--- src/common/sspx_pkg.sv ---
`default_nettype none
package sspx_pkg;
   // Register byte addresses
   localparam logic [31:0] ADDR_STATUS   = 32'h0000_0094;
   localparam logic [31:0] ADDR_CONTROL  = 32'h0000_0098;
   localparam logic [31:0] ADDR_IRQ_STAT = 32'h0000_009C;
   localparam logic [31:0] ADDR_IRQ_CLR  = 32'h0000_00A0;
   localparam logic [31:0] ADDR_IRQ_EN   = 32'h0000_00A4;
   // Status bit positions
   localparam int ST_SAMPLE  = 7;
   localparam int ST_EDGE    = 6;
   localparam int ST_DATA    = 5;
   localparam int ST_STOP    = 4;
   localparam int ST_START   = 3;
   localparam int ST_READ    = 2;
   localparam int ST_UPDATE  = 1;
   localparam int ST_FULL    = 0;
   localparam logic [7:0] ST_WR_MASK = 8'hC0;
   localparam logic [7:0] ST_RESET   = 8'h00;
   // Control bit positions
   localparam int CT_ENABLE   = 5;
   localparam int CT_POLARITY = 4;
   localparam int CT_MODE_LSB = 0;
   localparam logic [7:0] CT_WR_MASK = 8'h3F;
   localparam logic [7:0] CT_RESET   = 8'h00;
   // Interrupt status layout
   localparam int IRQ_W     = 4;
   localparam int IRQ_START = 0;
   localparam int IRQ_STOP  = 1;
   localparam int IRQ_RX    = 2;
   localparam int IRQ_ADDR  = 3;
   localparam logic [IRQ_W-1:0] IRQ_RESET = 4'h0;
   // Mode codes of port_mode_select
   localparam logic [3:0] MODE_SPI_M_DIV4  = 4'h0;
   localparam logic [3:0] MODE_SPI_M_DIV16 = 4'h1;
   localparam logic [3:0] MODE_SPI_M_DIV64 = 4'h2;
   localparam logic [3:0] MODE_SPI_M_TMR   = 4'h3;
   localparam logic [3:0] MODE_SPI_S_SEL   = 4'h4;
   localparam logic [3:0] MODE_SPI_S_FREE  = 4'h5;
   localparam logic [3:0] MODE_I2C_S7      = 4'h6;
   localparam logic [3:0] MODE_I2C_S10     = 4'h7;
   localparam logic [3:0] MODE_I2C_M       = 4'h8;
   localparam logic [3:0] MODE_I2C_FW      = 4'hB;
   localparam logic [3:0] MODE_I2C_FW7     = 4'hE;
   localparam logic [3:0] MODE_I2C_FW10    = 4'hF;
   // Bit time rate generator: last count of each divider
   localparam int CNT_W = 6;
   localparam logic [CNT_W-1:0] LAST_DIV4  = 6'h03;
   localparam logic [CNT_W-1:0] LAST_DIV16 = 6'h0F;
   localparam logic [CNT_W-1:0] LAST_DIV64 = 6'h3F;
   localparam logic [CNT_W-1:0] LAST_TMR   = 6'h01;
   localparam logic [CNT_W-1:0] CNT_ZERO   = 6'h00;
   // Bus encodings
   localparam logic [2:0] HSIZE_WORD = 3'h2;
   localparam logic       HRESP_OKAY = 1'h0;
endpackage
`default_nettype wire

--- src/common/sspx_rate_if.sv ---
`timescale 1ns/1ns
`default_nettype none
interface sspx_rate_if;
   import sspx_pkg::*;
   logic             run;
   logic [1:0]       rate_sel;
   logic             at_end;
   logic             timer_tick;
   logic             launch;
   logic             sample;
   modport gen
   (
      input  run,
      input  rate_sel,
      input  at_end,
      input  timer_tick,
      output launch,
      output sample
   );
   modport user
   (
      output run,
      output rate_sel,
      output at_end,
      output timer_tick,
      input  launch,
      input  sample
   );
endinterface
`default_nettype wire

--- src/sspx_top.sv ---
`timescale 1ns/1ns
`default_nettype none
module sspx_top
   import sspx_pkg::*;
(
   input  wire logic        i_clock,
   input  wire logic        i_rst,
   input  wire logic        i_hsel,
   input  wire logic [31:0] i_haddr,
   input  wire logic [1:0]  i_htrans,
   input  wire logic        i_hwrite,
   input  wire logic [2:0]  i_hsize,
   input  wire logic [31:0] i_hwdata,
   input  wire logic        i_hready,
   output logic             o_hreadyout,
   output logic             o_hresp,
   output logic [31:0]      o_hrdata,
   input  wire logic        i_scl,
   input  wire logic        i_sda,
   input  wire logic        i_timer_tick,
   input  wire logic        i_byte_done,
   input  wire logic        i_byte_is_data,
   input  wire logic        i_byte_rx,
   input  wire logic        i_buf_read,
   input  wire logic        i_addr_match,
   input  wire logic        i_rw_bit,
   input  wire logic        i_nack,
   input  wire logic        i_addr_update,
   output logic             o_pins_to_port,
   output logic             o_spi_mode,
   output logic             o_i2c_mode,
   output logic             o_master,
   output logic             o_sample_at_end,
   output logic             o_launch_rising,
   output logic             o_slew_ctrl_en,
   output logic             o_smbus_levels,
   output logic             o_bit_launch,
   output logic             o_bit_sample,
   output logic             o_irq
);
   typedef struct packed {
      logic [1:0]       scl_sync;
      logic [1:0]       sda_sync;
      logic             scl_prev;
      logic             sda_prev;
      logic [7:0]       status;
      logic [7:0]       control;
      logic [IRQ_W-1:0] irq_stat;
      logic [IRQ_W-1:0] irq_en;
      logic             ph_valid;
      logic             ph_write;
      logic [31:0]      ph_addr;
      logic [31:0]      rdata;
   } sspx_state_t;

   sspx_state_t r;
   sspx_state_t next_r;

   function automatic logic is_spi(input logic [3:0] mode);
      return mode <= MODE_SPI_S_FREE;
   endfunction

   function automatic logic is_i2c(input logic [3:0] mode);
      return (mode == MODE_I2C_S7) || (mode == MODE_I2C_S10)
          || (mode == MODE_I2C_M) || (mode == MODE_I2C_FW)
          || (mode == MODE_I2C_FW7) || (mode == MODE_I2C_FW10);
   endfunction

   function automatic logic is_master(input logic [3:0] mode);
      return (mode <= MODE_SPI_M_TMR) || (mode == MODE_I2C_M)
          || (mode == MODE_I2C_FW) || (mode == MODE_I2C_FW7)
          || (mode == MODE_I2C_FW10);
   endfunction

   // Data line edge while the clock line stays high; rising means stop
   function automatic logic line_cond(input logic scl_now,
                                      input logic scl_was,
                                      input logic sda_now,
                                      input logic sda_was,
                                      input logic rising);
      return scl_now && scl_was && (sda_was == !rising) && (sda_now == rising);
   endfunction

   // Register select, one flag per mapped word
   typedef struct packed {
      logic status;
      logic control;
      logic irq_stat;
      logic irq_clr;
      logic irq_en;
   } sspx_sel_t;

   // Address decode shared by read and write paths
   function automatic sspx_sel_t reg_decode(input logic [31:0] addr);
      sspx_sel_t sel;
      sel = '0;
      sel.status = (addr == ADDR_STATUS);
      sel.control = (addr == ADDR_CONTROL);
      sel.irq_stat = (addr == ADDR_IRQ_STAT);
      sel.irq_clr = (addr == ADDR_IRQ_CLR);
      sel.irq_en = (addr == ADDR_IRQ_EN);
      return sel;
   endfunction

   logic [3:0]       mode;
   logic             enabled;
   logic             spi_on;
   logic             i2c_on;
   logic             spi_master;
   logic             bus_start;
   logic             bus_stop;
   logic             accept;
   logic             wr_now;
   logic [IRQ_W-1:0] events;
   logic [31:0]      rd_value;
   sspx_sel_t        rd_sel;
   sspx_sel_t        wr_sel;

   sspx_rate_if rate_bus ();

   assign mode = r.control[CT_MODE_LSB +: 4];
   assign enabled = r.control[CT_ENABLE];
   assign spi_on = enabled && is_spi(mode);
   assign i2c_on = enabled && is_i2c(mode);
   assign spi_master = spi_on && is_master(mode);

   // start: data falls while clock high
   assign bus_start = i2c_on && line_cond(r.scl_sync[1], r.scl_prev,
                                          r.sda_sync[1], r.sda_prev, 1'b0);
   // stop: data rises while clock high
   assign bus_stop = i2c_on && line_cond(r.scl_sync[1], r.scl_prev,
                                         r.sda_sync[1], r.sda_prev, 1'b1);

   always_comb
   begin
      events = '0;
      events[IRQ_START] = bus_start;
      events[IRQ_STOP] = bus_stop;
      events[IRQ_RX] = enabled && i_byte_rx;
      events[IRQ_ADDR] = i2c_on && i_addr_match;
   end

   // Bus address phase capture
   assign accept = i_hsel && i_htrans[1] && i_hready
                && (i_hsize == HSIZE_WORD);
   assign wr_now = r.ph_valid && r.ph_write;
   assign wr_sel = reg_decode(r.ph_addr);

   // Read value chosen in the address phase
   always_comb
   begin
      rd_sel = reg_decode(i_haddr);
      rd_value = 32'h0000_0000;
      if (rd_sel.status)
      begin
         rd_value[7:0] = r.status;
      end
      if (rd_sel.control)
      begin
         rd_value[7:0] = r.control;
      end
      if (rd_sel.irq_stat)
      begin
         rd_value[IRQ_W-1:0] = r.irq_stat;
      end
      if (rd_sel.irq_en)
      begin
         rd_value[IRQ_W-1:0] = r.irq_en;
      end
   end

   always_comb
   begin
      next_r = r;

      // Pin synchronisers and edge history
      next_r.scl_sync = {r.scl_sync[0], i_scl};
      next_r.sda_sync = {r.sda_sync[0], i_sda};
      next_r.scl_prev = r.scl_sync[1];
      next_r.sda_prev = r.sda_sync[1];

      // Bus slave pipeline
      next_r.ph_valid = accept;
      next_r.ph_write = i_hwrite;
      next_r.ph_addr = i_haddr;
      next_r.rdata = (accept && !i_hwrite) ? rd_value : 32'h0000_0000;

      if (bus_start)
      begin
         next_r.status[ST_START] = 1'b1;
         next_r.status[ST_STOP] = 1'b0;
      end
      if (bus_stop)
      begin
         next_r.status[ST_STOP] = 1'b1;
         next_r.status[ST_START] = 1'b0;
      end

      if (i2c_on && i_byte_done)
      begin
         next_r.status[ST_DATA] = i_byte_is_data;
      end

      if (i2c_on && (bus_start || bus_stop || i_nack))
      begin
         next_r.status[ST_READ] = 1'b0;
      end
      else if (i2c_on && i_addr_match)
      begin
         next_r.status[ST_READ] = i_rw_bit;
      end

      next_r.status[ST_UPDATE] = i2c_on && i_addr_update;

      next_r.status[ST_FULL] = (r.status[ST_FULL] && !i_buf_read)
                            || (enabled && i_byte_rx);

      if (!enabled)
      begin
         next_r.status[ST_START] = 1'b0;
         next_r.status[ST_STOP] = 1'b0;
      end

      // Sticky events, set beats clear
      next_r.irq_stat = r.irq_stat | events;

      if (wr_now && wr_sel.status)
      begin
         next_r.status = (next_r.status & ~ST_WR_MASK)
                       | (i_hwdata[7:0] & ST_WR_MASK);
      end
      if (wr_now && wr_sel.control)
      begin
         next_r.control = i_hwdata[7:0] & CT_WR_MASK;
      end
      // Clear by ones, a new event still wins
      if (wr_now && wr_sel.irq_clr)
      begin
         next_r.irq_stat = (r.irq_stat & ~i_hwdata[IRQ_W-1:0])
                         | events;
      end
      if (wr_now && wr_sel.irq_en)
      begin
         next_r.irq_en = i_hwdata[IRQ_W-1:0];
      end
   end

   always_ff @(posedge i_clock or posedge i_rst)
   begin
      if (i_rst)
      begin
         r <= '0;
         // Lines idle high, so release shows no false edge
         r.scl_sync <= '1;
         r.sda_sync <= '1;
         r.scl_prev <= '1;
         r.sda_prev <= '1;
         r.status <= ST_RESET;
         r.control <= CT_RESET;
         r.irq_stat <= IRQ_RESET;
         r.irq_en <= IRQ_RESET;
      end
      else
      begin
         r <= next_r;
      end
   end

   // Bit time generator for SPI master
   assign rate_bus.run = spi_master;
   assign rate_bus.rate_sel = mode[1:0];
   assign rate_bus.at_end = spi_master && r.status[ST_SAMPLE];
   assign rate_bus.timer_tick = i_timer_tick;

   sspx_rate_gen u_rate
   (
      .i_clock (i_clock),
      .i_rst   (i_rst),
      .rate    (rate_bus.gen)
   );

   assign o_bit_launch = rate_bus.launch;
   assign o_bit_sample = rate_bus.sample;

   // Bus answers
   assign o_hreadyout = 1'b1;
   assign o_hresp = HRESP_OKAY;
   assign o_hrdata = r.rdata;

   assign o_pins_to_port = enabled;
   assign o_spi_mode = spi_on;
   assign o_i2c_mode = i2c_on;
   assign o_master = enabled && is_master(mode);

   assign o_sample_at_end = rate_bus.at_end;
   assign o_launch_rising = spi_on
                         && (r.status[ST_EDGE] ^ r.control[CT_POLARITY]);
   assign o_slew_ctrl_en = i2c_on && !r.status[ST_SAMPLE];
   assign o_smbus_levels = i2c_on && r.status[ST_EDGE];

   // Interrupt level
   assign o_irq = |(r.irq_stat & r.irq_en);
endmodule
`default_nettype wire

--- src/sspx_rate_gen.sv ---
`timescale 1ns/1ns
`default_nettype none
module sspx_rate_gen
   import sspx_pkg::*;
(
   input  wire logic i_clock,
   input  wire logic i_rst,
   sspx_rate_if.gen  rate
);
   typedef struct packed {
      logic [CNT_W-1:0] count;
      logic             launch;
      logic             sample;
   } sspx_rate_state_t;

   sspx_rate_state_t r;
   sspx_rate_state_t next_r;
   logic [CNT_W-1:0] last;
   logic [CNT_W-1:0] mid;
   logic             step;

   // Bit time length per rate select
   always_comb
   begin
      unique case (rate.rate_sel)
         2'h0: last = LAST_DIV4;
         2'h1: last = LAST_DIV16;
         2'h2: last = LAST_DIV64;
         2'h3: last = LAST_TMR;
      endcase
      mid = last >> 1;
      step = (rate.rate_sel == 2'h3) ? rate.timer_tick : 1'b1;
   end

   always_comb
   begin
      next_r = r;
      next_r.launch = 1'b0;
      next_r.sample = 1'b0;
      if (!rate.run)
      begin
         next_r.count = CNT_ZERO;
      end
      else if (step)
      begin
         next_r.launch = (r.count == CNT_ZERO);
         next_r.sample = rate.at_end ? (r.count == last) : (r.count == mid);
         next_r.count = (r.count == last) ? CNT_ZERO : r.count + 6'h01;
      end
   end

   always_ff @(posedge i_clock or posedge i_rst)
   begin
      if (i_rst)
         r <= '0;
      else
         r <= next_r;
   end

   assign rate.launch = r.launch;
   assign rate.sample = r.sample;
endmodule
`default_nettype wire

--- config.mk ---
export PLATFORM = sky130hd
export DESIGN_NAME = sspx_top
export DESIGN_NICKNAME = d
export VERILOG_FILES = /design/src/common/sspx_pkg.sv /design/src/common/sspx_rate_if.sv /design/src/sspx_top.sv /design/src/sspx_rate_gen.sv
export SDC_FILE = /design/constraint.sdc
export NUM_CORES = 1
export LEC_CHECK = 0
export BUFFER_PORTS_ARGS = -buffer_cell sky130_fd_sc_hd__buf_2
export CAP_MARGIN = 20
export CORE_ASPECT_RATIO = 0.5
export CORE_UTILIZATION = 51
export CTS_BUF_LIST = sky130_fd_sc_hd__clkbuf_4 sky130_fd_sc_hd__clkbuf_8
export DETAILED_ROUTE_END_ITERATION = 10
export PLACE_DENSITY = 0.83
export SLEW_MARGIN = 25
export SYNTH_ARGS = -nofsm -noshare
export SYNTH_HDL_FRONTEND = slang
export SYNTH_HIERARCHICAL = 1
export SYNTH_SLANG_ARGS = --single-unit
--- constraint.sdc ---
create_clock -name i_clock -period 2.4 [get_ports i_clock]
set_input_delay 0.24 -clock i_clock [delete_from_list [all_inputs] [get_ports i_clock]]
set_output_delay 0.24 -clock i_clock [all_outputs]
set_load 0.05 [all_outputs]
==> impl_metrics.toml, run 1 <==
[run_status]
outcome = "finished clean"

[die]
die_area_um2 = 7400
core-area_um2 = 6750
rows = 21
dieHeight_um = 61.3
ios = 130
die_w_um = 121
start_util_pct = 53.1

[synth]
ys_dominant_reg_cell = "dfrtp_1"
ys_warn_count = 6
synth-edff-count = 0
syn_avg_cell_area_um2 = 11.8
synthCells = 305
yosysTopAreaCellShare_pct = 50.2
synth_top_area_cell = "dfrtp_1"
synth_xor_area_share_pct = 0.976
synth-simple-area-share_pct = 18.1
async_flop_share_pct = 100
ys_types = 56
synthAdderAreaFrac_pct = 1.74
yosys-top-cells-area = "dfrtp_1 50%, buf_4 7.1%, dfstp_2 4.4%"
ys_seq_area_share_pct = 54.6
synth_compound_area_share_pct = 11.0
ys_seq_elements = 78
netlist_area_um2 = 3590
synthMuxAreaShare_pct = 4.39
synth_top_family_by_area = "simple AND/OR/NAND/NOR gates"

[timing]
slew_headroom_pct = 45.9
final-setup-viol-count = 0
tightestPinTransition_ns = 0.810
max_freq_ghz = 0.456
finalCriticalPeriod_ns = 2.19
hold_viol_final = 0
fin_setup_tns_ns = 0
timing.final.crit_share_pct = 91.4
fin_skew_ns = 0.0120
grt_setup_unrepaired = "no"
slew_violations = 0

[clock_network]
clkTransAtPathRegs_ns = 0.09
cts_sinks = 78
numCtsBuffers = 9
insertion_delay_ns = 0.36
cts_max_path_buffers = 2
h-tree-depth = 3
root_buffer = "clkbuf_8"
cts_tree = "yes"
cts_setup_buffers = 0

[setup_path]
worst_ep_required_time_ns = 2.16
cp_max_fo = 11
criticalPathCategory = "flip-flop to output pin"
cp.arrival_ns = 1.95
cp-start-kind = "flip-flop"
worst_setup_path_end_kind = "output pin"
r2r-start = "r[41]"
crit_start = "mode[1]"

[detailed_routing]
wl_per_cell_um = 15.6
ant_nets = 0
wl_um = 7980
first_pass_iters = 5
dr.first_iter.drc_count = 192
route.detailed.drc = 0
via_per_inst = 5.26
vias = 2692

[cells_and_area]
final_common_cell = "buf_2"
fin_nets = 505
drive_above_1_share_pct = 32.9
antennaDiodeCount = 0
area_growth_syn_to_layout_pct = 25.9
mostFrequentLayoutCells = "78 x buf_2, 72 x dfrtp_1, 31 x dlygate4sd3_1"
fillers = 473
multi_input_comb_area_um2 = 1410
regArea_um2 = 1960

[power]
switchingPower_mw = 0.677
pwr-share-comb_pct = 8.7
power.total_mw = 2.81
intPower_mw = 2.13
seq_power_share_pct = 48.6
leakage_nw = 2.24
ir_worst_vdd_v = 0.000481
clock_power_share_pct = 42.7
swShare_pct = 24.1
power_density_nw_per_um2 = 621

[global_route]
grt.total_usage_pct = 22.9
grt_pass1_vias = 2663
grt_max_degree = 41
grt_pass1_wl_um = 12500
overflow = 0
antenna_found_initial = 0

[placement]
hpwlAfterDp_um = 5370
routabilityCongestion = 0.834
port_buffers = 78

[job]
maxCapViolations = 0

[worst_hold_path]
min-delay-start = "i_haddr[1]"
min_path_type = "input pin to flip-flop"
## registers in the layout (all words and copies together), names as in the netlist, named ones only
signal,cells
u_rate/rate.sample,1
u_rate/r,6
o_pins_to_port,1
o_hrdata,8
mode,4
r,52
next_r,4
u_rate/rate.launch,1
## final cells by class
type | count | share of cell area, %
inverters | 9 | 0.748
repair buffers | 116 | 16.7
clock buffers | 9 | 2.74
clock inverters | 7 | 2.66
flip-flops and latches | 78 | 43.4
multi-input cells | 201 | 31.3
well taps | 92 | 2.55
## synth_stat cells (all sizes together) (6+ instances only)
cell type	n
nor2b	6
nand2	21
and2	7
o21ai	8
buf	36
dfrtp	72
dfstp	6
nor4	16
and3	6
nor2	9
mux2	14
inv	9
## worst max-delay path, stage by stage, from the launching register on
cell,delay [ns]
dfrtp_1,0.51
nor4b_2,0.32
o2bb2ai_2,0.27
nor2b_2,0.22
buf_2,0.26
## power by group through the flow
stage | sequential [mW] | combinational [mW] | clock (mW)
5_1_grt | 1.37 | 0.266 | 1.28
3_3_place_gp | 1.39 | 0.195 | 0
3_5_place_dp | 1.39 | 0.202 | 0
6_report | 1.36 | 0.244 | 1.20
2_1_floorplan | 1.39 | 0.162 | 0
4_1_cts | 1.36 | 0.240 | 1.22
## through the flow
step / utilization, % / area [um2] / setup WS, ns / cells / hold WS [ns]
CTS: 66.6 / 4500 / 0.0499 / 511 / 0.00414
finish: 66.9 / 4520 / 0.206 / 512 / 0.0298
global placement: 58.5 / 3950 / 0.246 / 465 / 0.232
global route: 66.9 / 4520 / 0.0825 / 512 / 0.0139
floorplan: - / 3690 / 0.122 / 329 / 0.0557
detailed placement: 58.5 / 3950 / 0.189 / 465 / 0.238
## worst paths after layout
| kind | to | slack [ns] | depth (start not counted) |
|---|---|---|---|
| max | o_slew_ctrl_en | 0.21 | 4 |
| max reg2reg | mode[0] | 0.23 | 4 |
| min in group asynchronous | u_rate/rate.launch | 0.39 | 3 |
| max in group asynchronous | r[47] | 1.08 | 4 |
| min reg2reg | next_r[90] | 0.36 | 0 |
| min | r[33] | 0.03 | 1 |
## metal layers
metal,GRT usage [%],wire length (um),vias to the layer above
li1,-,-,1271
met4,7.94,112,0
met2,42.4,4190,79
met3,8.43,412,16
met1,25.4,3260,1326
met5,0,0,-
## timing repair
action,in CTS,in global routing
gates resized for setup,0,2
hold endpoints to repair,37,1
endpoints found under the setup margin,0,9
hold buffers,30,1
## logic make-up (layout without fill, tap and decap cells)
| logic type | Yosys count | after routing |
|---|---|---|
| AND/OR/NAND/NOR | 100 | 100 |
| AO/OA/AOI/OAI | 52 | 52 |
| XOR/XNOR | 4 | 4 |
| flip-flops | 78 | 78 |
| adder cells (fa/ha/maj) | 5 | 5 |
| multiplexers | 14 | 14 |
| other | 2 | 26 |
| buffers and inverters | 50 | 141 |
(Power assumes the default switching activity.)
==> run 2: changes to the inputs <==
==> constraint.sdc (replaced) <==
create_clock -name i_clock -period 2.4 [get_ports i_clock]
set_input_delay 0.12 -clock i_clock [delete_from_list [all_inputs] [get_ports i_clock]]
set_output_delay 0.12 -clock i_clock [all_outputs]
set_load 0.05 [all_outputs]
==> impl_metrics.toml, run 2 (same netlist as run 1, synthesis figures left out) <==
[timing]
finalCriticalPeriod_ns = 2.28
tightestPinTransition_ns = 0.829
timing.final.crit_share_pct = 94.8
hold_viol_final = 0
fin_hold_ws_ns = 0.0194
grt_setup_unrepaired = "no"
slew_headroom_pct = 43.9
fin_skew_ns = 0.00876
final-setup-viol-count = 0
max_freq_ghz = 0.440
slew_violations = 0

[die]
rows = 21
core-area_um2 = 6750
die_w_um = 121
ios = 130
dieHeight_um = 61.3
start_util_pct = 53.1
die_area_um2 = 7400

[cells_and_area]
antennaDiodeCount = 0
final_common_cell = "buf_2"
regMostFlops = "r"
final_core_util_pct = 68.2
mostFrequentLayoutCells = "78 x buf_2, 72 x dfrtp_1, 47 x dlygate4sd3_1"
area_growth_syn_to_layout_pct = 28.3
fillers = 480
fin_nets = 520
final_area_um2 = 4610
largest_reg_flops = 52
drive_above_1_share_pct = 31.3

[clock_network]
clkTransAtPathRegs_ns = 0.09
cts_max_path_buffers = 2
numCtsBuffers = 9
cts_tree = "yes"
insertion_delay_ns = 0.36
root_buffer = "clkbuf_8"
cts_setup_buffers = 0
cts_sinks = 78
h-tree-depth = 3

[power]
ir_worst_vdd_v = 0.000578
power.total_mw = 2.57
leakage_nw = 2.26
power_density_nw_per_um2 = 557

[worst_hold_path]
min_path_type = "input pin to flip-flop"

[detailed_routing]
vias = 2817
wl_um = 8670
wl_per_cell_um = 16.4
via_per_inst = 5.35
route.detailed.drc = 0
dr.first_iter.drc_count = 190
ant_nets = 0
first_pass_iters = 4

[global_route]
antenna_found_initial = 0
grt_pass1_vias = 2838
overflow = 0
grt.total_usage_pct = 25.6
grt_pass1_wl_um = 13800
grt_max_degree = 41

[setup_path]
criticalPathCategory = "flip-flop to flip-flop"
cp.arrival_ns = 2.52
worst_ep_required_time_ns = 2.64
path_cells = "nor4bb_1, nand4_2, nor4_4, mux2_2"
critPathSlowestCell = "nor4_4"
worst_setup_path_end_kind = "flip-flop"
cp_max_fo = 7
cp-start-kind = "flip-flop"
max_stage_delay_ns = 0.63

[job]
maxCapViolations = 0

[placement]
port_buffers = 78
hpwlAfterDp_um = 5460
dpl_cell_area_um2 = 3950
routabilityCongestion = 0.841

[run_status]
outcome = "finished clean"
-- run 2: changes by cell type in the layout (fill, tap and decap cells not counted), sizes merged --
cell / change
clkinvlp: +2
bufinv: -3
clkinv: -1
buf: -1
dlygate4sd3: +16
inv: +2
-- run 2: area by class of cell --
cell class                 instances  area [um2]  area share (%)
sequential                        78        1960            42.5
multi-input combinational        201        1400            30.5
timing repair buffer             131         906            19.7
clock buffer                       9         124            2.69
tap                               92         115            2.50
clock inverter                     7        63.8            1.39
inverter                           9        33.8           0.733
-- run 2: timing repair --
item / in CTS / in global routing
hold buffers: 46 / 1
hold endpoints to repair: 84 / 1
gates resized for setup: 0 / 1
setup endpoints to repair: 0 / 1
-- run 2: critical path, delay by kind of cell (launching register included) --
kind | cells | cell delay (ns)
multiplexers | 1 | 0.41
flip-flops | 1 | 0.38
AND/OR/NAND/NOR | 3 | 1.38
-- run 2: metrics by stage --
stage | std cells | setup slack [ns] | setup TNS [ns]
2_1_floorplan | 329 | -0.0692 | -0.0692
3_3_place_gp | 464 | 0.269 | 0
3_5_place_dp | 464 | 0.195 | 0
4_1_cts | 526 | 0.146 | 0
5_1_grt | 527 | 0.0202 | 0
6_report | 527 | 0.125 | 0
-- run 2: path summary, 6_finish.rpt --
check	endpoint	slack, ns	from	cells past startpoint
worst max-delay path	r[78]	0.12	r[62]	4
min in group asynchronous	u_rate/r[3]	0.27	i_rst	3
worst min register to register	next_r[91]	0.36	next_r[95]	0
max in group asynchronous	r[48]	1.22	i_rst	4
worst max register to register	r[78]	0.12	r[62]	4
worst min-delay path	mode[1]	0.02	i_hwdata[1]	2
-- run 2: power breakdown --
group | internal, mW | switching [mW]
Sequential | 1.35 | 0.0136
Combinational | 0.0982 | 0.167
Clock | 0.398 | 0.539
-- run 2: metal layers --
metal	vias to the layer above	track usage, %	wire (um)
met5	-	0	0
met4	0	9.52	133
met3	16	8.06	529
met2	117	45.8	4440
met1	1386	30.1	3560
li1	1298	-	-
